===== src/rlm_pkg.sv =====
package rlm_pkg;
   // Register indices and byte addresses
   localparam logic [7:0]  IDX_GENERAL   = 8'h11;
   localparam logic [7:0]  IDX_TXMODE    = 8'h12;
   localparam logic [7:0]  IDX_RXMODE    = 8'h13;
   localparam logic [9:0]  ADDR_GENERAL  = {IDX_GENERAL, 2'b00};
   localparam logic [9:0]  ADDR_TXMODE   = {IDX_TXMODE, 2'b00};
   localparam logic [9:0]  ADDR_RXMODE   = {IDX_RXMODE, 2'b00};
   localparam logic [9:0]  ADDR_IRQSTAT  = 10'h080;
   localparam logic [9:0]  ADDR_IRQMASK  = 10'h084;
   localparam logic [9:0]  ADDR_STATUS   = 10'h088;
   // Reset values
   localparam logic [7:0]  RST_GENERAL   = 8'h3F;
   localparam logic [7:0]  RST_TXMODE    = 8'h00;
   localparam logic [7:0]  RST_RXMODE    = 8'h00;
   // Writable bits per register
   localparam logic [7:0]  MASK_GENERAL  = 8'hAB;
   localparam logic [7:0]  MASK_TXMODE   = 8'hF8;
   localparam logic [7:0]  MASK_RXMODE   = 8'hFC;
   // Field positions
   localparam int          BIT_CRC_BIT_ORDER_SEL  = 7;
   localparam int          BIT_WAITRF    = 5;
   localparam int          BIT_POL       = 3;
   localparam int          BIT_CRCEN     = 7;
   localparam int          BIT_MODULATION_INVERT    = 3;
   localparam int          BIT_NOERR     = 3;
   localparam int          BIT_MULTI     = 2;
   localparam int          SPD_LSB       = 4;
   // Interrupt bits
   localparam int          IRQ_ENV       = 0;
   localparam int          IRQ_TXBLOCK   = 1;
   localparam int          IRQ_SHORT     = 2;
   localparam int          IRQ_W         = 3;
   // CRC presets and minimum receive stream length
   localparam logic [15:0] PRESET_00     = 16'h0000;
   localparam logic [15:0] PRESET_01     = 16'h6363;
   localparam logic [15:0] PRESET_10     = 16'hA671;
   localparam logic [15:0] PRESET_11     = 16'hFFFF;
   localparam logic [2:0]  MIN_RX_BITS   = 3'h4;
   // Bit rates
   typedef enum logic [2:0] {RATE_106 = 3'h0, RATE_212 = 3'h1, RATE_424 = 3'h2,
                             RATE_848 = 3'h3, RATE_RSVD = 3'h7} rlm_rate_e;
   typedef enum logic [1:0] {RX_IDLE, RX_ACTIVE, RX_APPEND} rlm_rx_e;
endpackage


===== src/rlm_crc_preset.sv =====
`timescale 1ns/100ps
`default_nettype none
module rlm_crc_preset (
   input  wire logic [1:0]  presetSel,     // Software preset code
   input  wire logic        rfActive,      // RF communication in progress
   input  wire logic [15:0] autoPreset,    // Preset chosen from mode registers
   output logic      [15:0] crcPreset      // Preset to CRC coprocessor
);
   always_comb begin
      if (rfActive) begin
         crcPreset = autoPreset;
      end else begin
         case (presetSel)
            2'b00:   crcPreset = rlm_pkg::PRESET_00;
            2'b01:   crcPreset = rlm_pkg::PRESET_01;
            2'b10:   crcPreset = rlm_pkg::PRESET_10;
            default: crcPreset = rlm_pkg::PRESET_11;
         endcase
      end
   end
endmodule
`default_nettype wire


===== src/rlm_mode_regs.sv =====
// Added by the designer: the AHB-Lite interface to the registers.
`timescale 1ns/100ps
`default_nettype none
// Functional notes
// - With bit-order bit 7 set, the CRC unit runs MSB first and both result bytes are bit-reversed.
// - During RF communication the bit-order bit is ignored and the protocol order is used.
// - With wait-for-field bit 5 set, a transmission may not start unless the RF field is on.
// - Bit 3 picks the envelope pin level: 1 active high, 0 active low.
// - The internal envelope is active low and any change of bit 3 raises the envelope interrupt event.
// - For standalone CRC the preset code 00/01/10/11 loads 0000h/6363h/A671h/FFFFh.
// - During RF communication the CRC preset comes from the transmit and receive mode settings.
// - Transmit CRC enable bit 7 makes the device append a CRC to sent frames.
// - Transmit speed 000/001/010/011 selects 106/212/424/848 kBd; other codes are reserved.
// - Modulation invert bit 3 inverts the modulation of sent data.
// - Receive CRC enable bit 7 turns on CRC checking of received frames.
// - Receive speed 000/001/010/011 selects 106/212/424/848 kBd; other codes are reserved.
// - With bit 3 of the receive mode set, a stream of under 4 bits is dropped and the receiver stays on.
// - Multiple-receive bit 2 at 0 ends reception after one frame; at 1 reception keeps running.
// - With multiple receive on, an error byte copying the error register ends each received stream.
module rlm_mode_regs (
   input  wire logic        mclk,          // System clock
   input  wire logic        nrst,          // Async reset, active low
   input  wire logic [31:0] haddr,         // AHB address
   input  wire logic [1:0]  htrans,        // AHB transfer type
   input  wire logic        hwrite,        // AHB write
   input  wire logic [2:0]  hsize,         // AHB size
   input  wire logic        hsel,          // AHB select
   input  wire logic        hready,        // AHB ready in
   input  wire logic [31:0] hwdata,        // AHB write data
   output logic      [31:0] hrdata,        // AHB read data
   output logic             hreadyout,     // AHB ready out
   output logic             hresp,         // AHB response
   output logic             irq,           // Level interrupt
   input  wire logic        envelopeInPin, // Envelope input pin
   output logic             envelopeIntN,  // Internal envelope, active low
   input  wire logic        rfFieldOn,     // RF field generated
   input  wire logic        rfActive,      // RF communication running
   input  wire logic        txRequest,     // Transmitter start request
   output logic             txStart,       // Transmitter start granted
   output logic             txCrcEnable,   // Append CRC on transmit
   output logic             modInvert,     // Invert transmit modulation
   output logic      [2:0]  txRate,        // Transmit rate code, reserved mapped
   output logic             rxCrcEnable,   // Check CRC on receive
   output logic      [2:0]  rxRate,        // Receive rate code, reserved mapped
   input  wire logic        rxFrameEnd,    // Received stream ended
   input  wire logic [5:0]  rxBitCount,    // Bits in the ended stream, saturating
   input  wire logic [7:0]  errorFlags,    // Current error register
   output logic             rxEnable,      // Receiver active
   output logic             rxDiscard,     // Drop ended short stream
   output logic             fifoWrite,     // Push error byte into FIFO
   output logic      [7:0]  fifoData,      // Error byte
   input  wire logic        crcStart,      // Start receive/standalone CRC, arms receiver only while rfActive
   output logic             crcMsbFirst,   // CRC unit runs MSB first
   output logic             crcReverse,    // Reverse both result bytes
   output logic      [15:0] crcPreset      // CRC preset value
);
   // Reset synchroniser
   logic             rstMeta_r;
   logic             rstSync_r;
   // Mode registers
   logic [7:0]       gen_r;
   logic [7:0]       gen_nxt;
   logic [7:0]       tx_r;
   logic [7:0]       tx_nxt;
   logic [7:0]       rx_r;
   logic [7:0]       rx_nxt;
   // Interrupt status and mask
   logic [2:0]       ist_r;
   logic [2:0]       ist_nxt;
   logic [2:0]       imk_r;
   logic [2:0]       imk_nxt;
   logic [2:0]       ev;
   // Bus data phase
   logic             aWr_r;
   logic             aWr_nxt;
   logic [9:0]       aAdr_r;
   logic [9:0]       aAdr_nxt;
   logic [31:0]      rdat_r;
   logic [31:0]      rdat_nxt;
   logic             accept;
   logic             wrGen;
   logic             wrTx;
   logic             wrRx;
   logic             wrMask;
   logic             wrStat;
   logic [4:0]       statusWord;
   // Receiver
   logic [7:0]       fdat_r;
   logic [7:0]       fdat_nxt;
   logic             fwr_r;
   logic             fwr_nxt;
   logic             shortFrame;
   logic [15:0]      autoPreset;
   rlm_pkg::rlm_rx_e rxSt_r;
   rlm_pkg::rlm_rx_e rxSt_nxt;

   function automatic logic [2:0] mapRate(input logic [2:0] code);
      mapRate = (code > rlm_pkg::RATE_848) ? rlm_pkg::RATE_RSVD : code;
   endfunction

   always_ff @(posedge mclk or negedge nrst) begin
      if (!nrst) begin
         rstMeta_r <= 1'b0;
         rstSync_r <= 1'b0;
      end else begin
         rstMeta_r <= 1'b1;
         rstSync_r <= rstMeta_r;
      end
   end

   assign accept     = hsel && hready && htrans[1];
   assign shortFrame = rxFrameEnd && (rxBitCount < {3'h0, rlm_pkg::MIN_RX_BITS});

   // Write strobes of the data phase, one per writable register
   assign wrGen      = aWr_r && (aAdr_r == rlm_pkg::ADDR_GENERAL);
   assign wrTx       = aWr_r && (aAdr_r == rlm_pkg::ADDR_TXMODE);
   assign wrRx       = aWr_r && (aAdr_r == rlm_pkg::ADDR_RXMODE);
   assign wrMask     = aWr_r && (aAdr_r == rlm_pkg::ADDR_IRQMASK);
   assign wrStat     = aWr_r && (aAdr_r == rlm_pkg::ADDR_IRQSTAT);
   assign statusWord = {rfFieldOn, rfActive, rxEnable, envelopeIntN, 1'b0};

   // Mode registers; reserved bits never store
   always_comb begin
      gen_nxt = gen_r;
      tx_nxt  = tx_r;
      rx_nxt  = rx_r;
      if (wrGen) begin
         gen_nxt = hwdata[7:0] & rlm_pkg::MASK_GENERAL;
      end
      if (wrTx) begin
         tx_nxt = hwdata[7:0] & rlm_pkg::MASK_TXMODE;
      end
      if (wrRx) begin
         rx_nxt = hwdata[7:0] & rlm_pkg::MASK_RXMODE;
      end
   end

   always_ff @(posedge mclk or negedge rstSync_r) begin
      if (!rstSync_r) begin
         gen_r <= rlm_pkg::RST_GENERAL & rlm_pkg::MASK_GENERAL;
         tx_r  <= rlm_pkg::RST_TXMODE;
         rx_r  <= rlm_pkg::RST_RXMODE;
      end else begin
         gen_r <= gen_nxt;
         tx_r  <= tx_nxt;
         rx_r  <= rx_nxt;
      end
   end

   // Interrupts: an event in the cycle of a write-one clear wins
   always_comb begin
      imk_nxt = imk_r;
      if (wrMask) begin
         imk_nxt = hwdata[2:0];
      end
      ev                       = 3'h0;
      ev[rlm_pkg::IRQ_ENV]     = gen_nxt[rlm_pkg::BIT_POL] != gen_r[rlm_pkg::BIT_POL];
      ev[rlm_pkg::IRQ_TXBLOCK] = txRequest && !txStart;
      ev[rlm_pkg::IRQ_SHORT]   = shortFrame && rx_r[rlm_pkg::BIT_NOERR];
      ist_nxt = ist_r;
      if (wrStat) begin
         ist_nxt = ist_r & ~hwdata[2:0];
      end
      ist_nxt = ist_nxt | ev;
   end

   always_ff @(posedge mclk or negedge rstSync_r) begin
      if (!rstSync_r) begin
         ist_r <= 3'h0;
         imk_r <= 3'h0;
      end else begin
         ist_r <= ist_nxt;
         imk_r <= imk_nxt;
      end
   end

   // Bus: address phase captured, read data registered for the data phase
   always_comb begin
      aWr_nxt  = accept && hwrite;
      aAdr_nxt = accept ? haddr[9:0] : aAdr_r;
      rdat_nxt = 32'h0000_0000;
      if (accept && !hwrite) begin
         case (haddr[9:0])
            rlm_pkg::ADDR_GENERAL: rdat_nxt = {24'h0, gen_nxt};
            rlm_pkg::ADDR_TXMODE:  rdat_nxt = {24'h0, tx_nxt};
            rlm_pkg::ADDR_RXMODE:  rdat_nxt = {24'h0, rx_nxt};
            rlm_pkg::ADDR_IRQSTAT: rdat_nxt = {29'h0, ist_nxt};
            rlm_pkg::ADDR_IRQMASK: rdat_nxt = {29'h0, imk_nxt};
            rlm_pkg::ADDR_STATUS:  rdat_nxt = {27'h0, statusWord};
            default:               rdat_nxt = 32'h0000_0000;
         endcase
      end
   end

   always_ff @(posedge mclk or negedge rstSync_r) begin
      if (!rstSync_r) begin
         aWr_r  <= 1'b0;
         aAdr_r <= 10'h000;
         rdat_r <= 32'h0000_0000;
      end else begin
         aWr_r  <= aWr_nxt;
         aAdr_r <= aAdr_nxt;
         rdat_r <= rdat_nxt;
      end
   end

   assign hrdata    = rdat_r;
   assign hreadyout = 1'b1;
   assign hresp     = 1'b0;
   assign irq       = |(ist_r & imk_r);

   // Envelope: normalise to active low
   assign envelopeIntN = gen_r[rlm_pkg::BIT_POL] ? ~envelopeInPin : envelopeInPin;
   assign txStart      = txRequest && (!gen_r[rlm_pkg::BIT_WAITRF] || rfFieldOn);
   assign txCrcEnable  = tx_r[rlm_pkg::BIT_CRCEN];
   assign modInvert    = tx_r[rlm_pkg::BIT_MODULATION_INVERT];
   assign txRate       = mapRate(tx_r[rlm_pkg::SPD_LSB +: 3]);
   assign rxCrcEnable  = rx_r[rlm_pkg::BIT_CRCEN];
   assign rxRate       = mapRate(rx_r[rlm_pkg::SPD_LSB +: 3]);
   assign crcMsbFirst  = gen_r[rlm_pkg::BIT_CRC_BIT_ORDER_SEL] && !rfActive;
   assign crcReverse   = crcMsbFirst;
   assign autoPreset   = (txCrcEnable || rxCrcEnable) ? rlm_pkg::PRESET_01 : rlm_pkg::PRESET_00;

   rlm_crc_preset uPreset (
      .presetSel  (gen_r[1:0]),
      .rfActive   (rfActive),
      .autoPreset (autoPreset),
      .crcPreset  (crcPreset)
   );

   // Receiver activity and error-byte append
   always_comb begin
      rxSt_nxt = rxSt_r;
      fwr_nxt  = 1'b0;
      fdat_nxt = fdat_r;
      case (rxSt_r)
         rlm_pkg::RX_IDLE: begin
            if (crcStart && rfActive) begin
               rxSt_nxt = rlm_pkg::RX_ACTIVE;
            end
         end
         rlm_pkg::RX_ACTIVE: begin
            if (!rfActive) begin
               rxSt_nxt = rlm_pkg::RX_IDLE;
            end else if (rxFrameEnd && !(shortFrame && rx_r[rlm_pkg::BIT_NOERR])) begin
               if (rx_r[rlm_pkg::BIT_MULTI]) begin
                  rxSt_nxt = rlm_pkg::RX_APPEND;
               end else begin
                  rxSt_nxt = rlm_pkg::RX_IDLE;
               end
            end
         end
         rlm_pkg::RX_APPEND: begin
            fwr_nxt  = 1'b1;
            fdat_nxt = errorFlags;
            rxSt_nxt = rlm_pkg::RX_ACTIVE;
         end
         default: rxSt_nxt = rlm_pkg::RX_IDLE;
      endcase
   end

   always_ff @(posedge mclk or negedge rstSync_r) begin
      if (!rstSync_r) begin
         rxSt_r <= rlm_pkg::RX_IDLE;
         fwr_r  <= 1'b0;
         fdat_r <= 8'h00;
      end else begin
         rxSt_r <= rxSt_nxt;
         fwr_r  <= fwr_nxt;
         fdat_r <= fdat_nxt;
      end
   end

   assign rxEnable  = rxSt_r != rlm_pkg::RX_IDLE;
   assign rxDiscard = shortFrame && rx_r[rlm_pkg::BIT_NOERR];
   assign fifoWrite = fwr_r;
   assign fifoData  = fdat_r;
endmodule
`default_nettype wire


===== config.mk =====
export PLATFORM = sky130hd
export DESIGN_NAME = rlm_mode_regs
export DESIGN_NICKNAME = d
export VERILOG_FILES = /design/src/rlm_pkg.sv /design/src/rlm_crc_preset.sv /design/src/rlm_mode_regs.sv
export SDC_FILE = /design/constraint.sdc
export NUM_CORES = 1
export LEC_CHECK = 0
export ABC_CLOCK_PERIOD_IN_PS = 2500
export BUFFER_PORTS_ARGS = -buffer_cell sky130_fd_sc_hd__buf_4
export CAP_MARGIN = 30
export CORE_ASPECT_RATIO = 1.2
export CORE_UTILIZATION = 45
export CTS_CLUSTER_SIZE = 12
export DETAILED_ROUTE_END_ITERATION = 10
export PLACE_DENSITY = 0.91
export SYNTH_ARGS = -nofsm -noshare
export SYNTH_HDL_FRONTEND = slang
export SYNTH_HIERARCHICAL = 1
export SYNTH_SLANG_ARGS = --single-unit

===== constraint.sdc =====
create_clock -name mclk -period 2.5 [get_ports mclk]
set_input_delay 0 -clock mclk [delete_from_list [all_inputs] [get_ports mclk]]
set_output_delay 0 -clock mclk [all_outputs]
set_load 0.01 [all_outputs]

==> flow_summary.ini <==
[run_status]
outcome = finished, final reports clean

[sta]
whs_ns = 0.0323
final_hold_viol_count = 0
fin_skew_ns = 0.00906
worstMarginPinSlew_ns = 0.768
rsz0062_at_grt = false
final.setup.worst_slack_ns = 0.329
setup_viol = 0
fin_crit_ns = 2.17
drv_slew = 0
fin_crit_sh = 0.868
tns_ns = 0
slew_headroom = 0.487
fmax_mhz = 461

[setup_path]
crit_type = register to register
worstPathArrival_ns = 2.38
r2r-end = hrdata[2]
required_ns = 2.71
cp_top_family = simple AND/OR/NAND/NOR gates
end_kind = register
crit_buf_inv = 0
path_max_fanout = 8
r2r-start = aAdr_r[5]
cp_cell_sequence = nor4b_4 -> nand3_2 -> mux2_2 -> a222oi_1 -> a41oi_1
cp-startpoint = aAdr_r[5]
rr_worst_depth = 5
critPathLaunchType = register
rrSetupSlack_ns = 0.33
slowest_delay_ns = 0.43
crit_slowest_cell = dfrtp_1

[pwr]
pwr-share-clk = 0.367
peakVddDrop_uv = 540
power_mw = 2.65
leakage_nw = 2.12
p_int_mw = 1.97
p_sw_frac = 0.257
powerDensity_nw_per_um2 = 610
p_comb_frac = 0.185
power.switching_mw = 0.681
share_seq_of_total_power = 0.448

[yosys]
ys_ff_latch = 62
ys_types = 50
ys_warn_count = 6
synth_cells = 275
synth_top_area_frac = 0.464
yosysTopAreaCell = dfrtp_1
syn_area_um2 = 3130
syn_area_per_cell_um2 = 11.4
seq_area_frac_synth = 0.498
synthTopCellsByArea = dfrtp_1, mux2_2, buf_4, nand2_1, dfstp_2

[worst_hold_path]
min-delay-start = rxFrameEnd
hold_depth = 3
min_path_type = input port to register
min_to = rxSt_r[0]

[global_route]
grt_pass1_wl_um = 12200
grt_pass1_vias = 2525
antenna_found_initial = 0
grt_max_degree = 25
overflow = 0
grt.total_usage = 0.223

[finish]
multi_input_area_um2 = 1400
drive_gt1_frac = 0.401
nFillCells = 497
area_delta_synth_final_pct = 38.8
num-nets-final = 505
final_area_um2 = 4340
antennaDiodeCount = 0
seq_area_um2 = 1560

[route]
vias_per_cell = 5.12
ant_nets = 0
dr.pass1.iters = 4
wl_per_cell_um = 15.3
dr_total_vias = 2563
drc = 0
drt_iter0_drc = 162
wl_um = 7680

[clock_network]
clkLatencyLatePin_ns = 0.35
clock_sinks = 62
postCtsHoldBufs = 31
clkTransAtPathRegs_ns = 0.07
cts_tree = done
postCtsSetupRepairBufs = 0
cts_resized = 0
cts-buffers-inserted = 9
cts.path.max_buffers = 2
ctsHtreeMaxLevel = 3
ctsRootBufferMaster = clkbuf_8

[floorplanning]
rows = 32
die_x_um = 78.1
die-height_um = 93.3
initial_utilization = 0.476
core_um2 = 6570
io_pins = 169
fp.dieArea_um2 = 7290

[placement]
dp_hpwl_um = 5330
placed_area_um2 = 3810
port_buffers = 90
gp_congestion = 0.822
dpl_worst_slack_ns = 0.365

[job]
maxCapViolCount = 0
==> through the flow <==
| stage | util | instances |
|---|---|---|
| after floorplan | - | 308 |
| after global placement | 0.581 | 454 |
| after detailed placement | 0.581 | 454 |
| after CTS | 0.661 | 501 |
| after global routing | 0.661 | 501 |
| final | 0.661 | 501 |
==> final cells by class <==
| type | count | area share |
|---|---|---|
| clock buffers | 12 | 0.0334 |
| clock inverters | 4 | 0.0161 |
| inverters | 11 | 0.00951 |
| multi-input cells | 202 | 0.323 |
| flip-flops and latches | 62 | 0.359 |
| well taps | 85 | 0.0245 |
| repair buffers | 125 | 0.234 |
==> placed cells by master (no fill, tap or decap), types with 4 or more instances in the layout <==
master / n
clkbuf_8: 10
or2_2: 6
conb_1: 35
nand2_1: 35
inv_1: 11
nand3_1: 5
dfstp_2: 4
nor2b_1: 7
buf_4: 94
dlygate4sd3_1: 31
mux2_2: 34
nor2_1: 8
dfrtp_1: 57
a21oi_1: 9
a22oi_1: 5
and2_1: 7
nand4_1: 4
==> worst reg2reg max path: stages, from the launching register on <==
cell and delay, ns:
dfrtp_1 0.43, nor4b_4 0.42, nand3_2 0.31, mux2_2 0.38, a222oi_1 0.35, a41oi_1 0.16
==> how the worst max path moves through the flow <==
stage,end,cells after the start
finish,hrdata[2],5
CTS,hrdata[2],5
floorplan,aAdr_r[0],0
global route,hrdata[2],5
detailed placement,hrdata[2],5
global placement,hrdata[2],5
==> cell families (layout without fill, tap and decap cells) <==
family,Yosys count,in the layout,synth area share
xor gates and xnor gates,2,2,0.00560
and+or+nand+nor,95,95,0.191
muxes,37,37,0.132
other,2,35,0.00240
AOI/OAI and AO/OA,33,33,0.0784
DFF,62,62,0.498
buffers and inverters,44,152,0.0928
==> per-layer routing <==
metal	vias to the layer above	GRT usage	wire (µm)
met5	-	0	0
met4	0	0.105	178
met3	13	0.0420	454
met2	117	0.391	4020
met1	1263	0.262	3020
li1	1170	-	-
==> power by group through the flow <==
stage          logic, mW  registers, mW  clock network [mW]
3_3_place_gp       0.433           1.20                   0
2_1_floorplan      0.236           1.22                   0
3_5_place_dp       0.446           1.21                   0
5_1_grt            0.527           1.20                1.02
6_report           0.489           1.19               0.972
4_1_cts            0.487           1.19               0.978
==> sequential cells by signal, summed over array words and instances (netlist names) <==
| register | count |
|---|---|
| aAdr_r | 10 |
| aWr_r | 1 |
| fifoData | 8 |
| fifoWrite | 1 |
| gen_r | 8 |
| hrdata | 8 |
| imk_r | 3 |
| ist_r | 3 |
| rstMeta_r | 1 |
| rstSync_r | 1 |
| rxSt_r | 2 |
| rx_r | 8 |
| tx_r | 8 |
==> Yosys cell counts (all sizes together) <==
| master | number |
|---|---|
| xor2 | 1 |
| nand3 | 7 |
| a222oi | 2 |
| and2 | 9 |
| o31a | 1 |
| dfstp | 4 |
| a21oi | 9 |
| buf | 29 |
| a221o | 1 |
| nand2b | 3 |
| nor3b | 1 |
| xnor2 | 1 |
| a2bb2oi | 3 |
| a41oi | 2 |
| mux2 | 34 |
| and4bb | 1 |
| nor3 | 2 |
| and3 | 2 |
| a221oi | 1 |
| a22o | 1 |
| nand4 | 4 |
| a21o | 2 |
| and3b | 1 |
| mux2i | 3 |
| nand2 | 35 |
| dfrtp | 58 |
| o2bb2ai | 1 |
| clkbuf | 4 |
| conb | 2 |
| nor4b | 3 |
| nor4 | 2 |
| nor2 | 8 |
| inv | 11 |
| nand3b | 4 |
| a21boi | 1 |
| a22oi | 5 |
| a32o | 1 |
| or2 | 6 |
| nor2b | 7 |
| a31oi | 2 |
| o32ai | 1 |
Note: power is estimated with default switching activity, not from simulation.
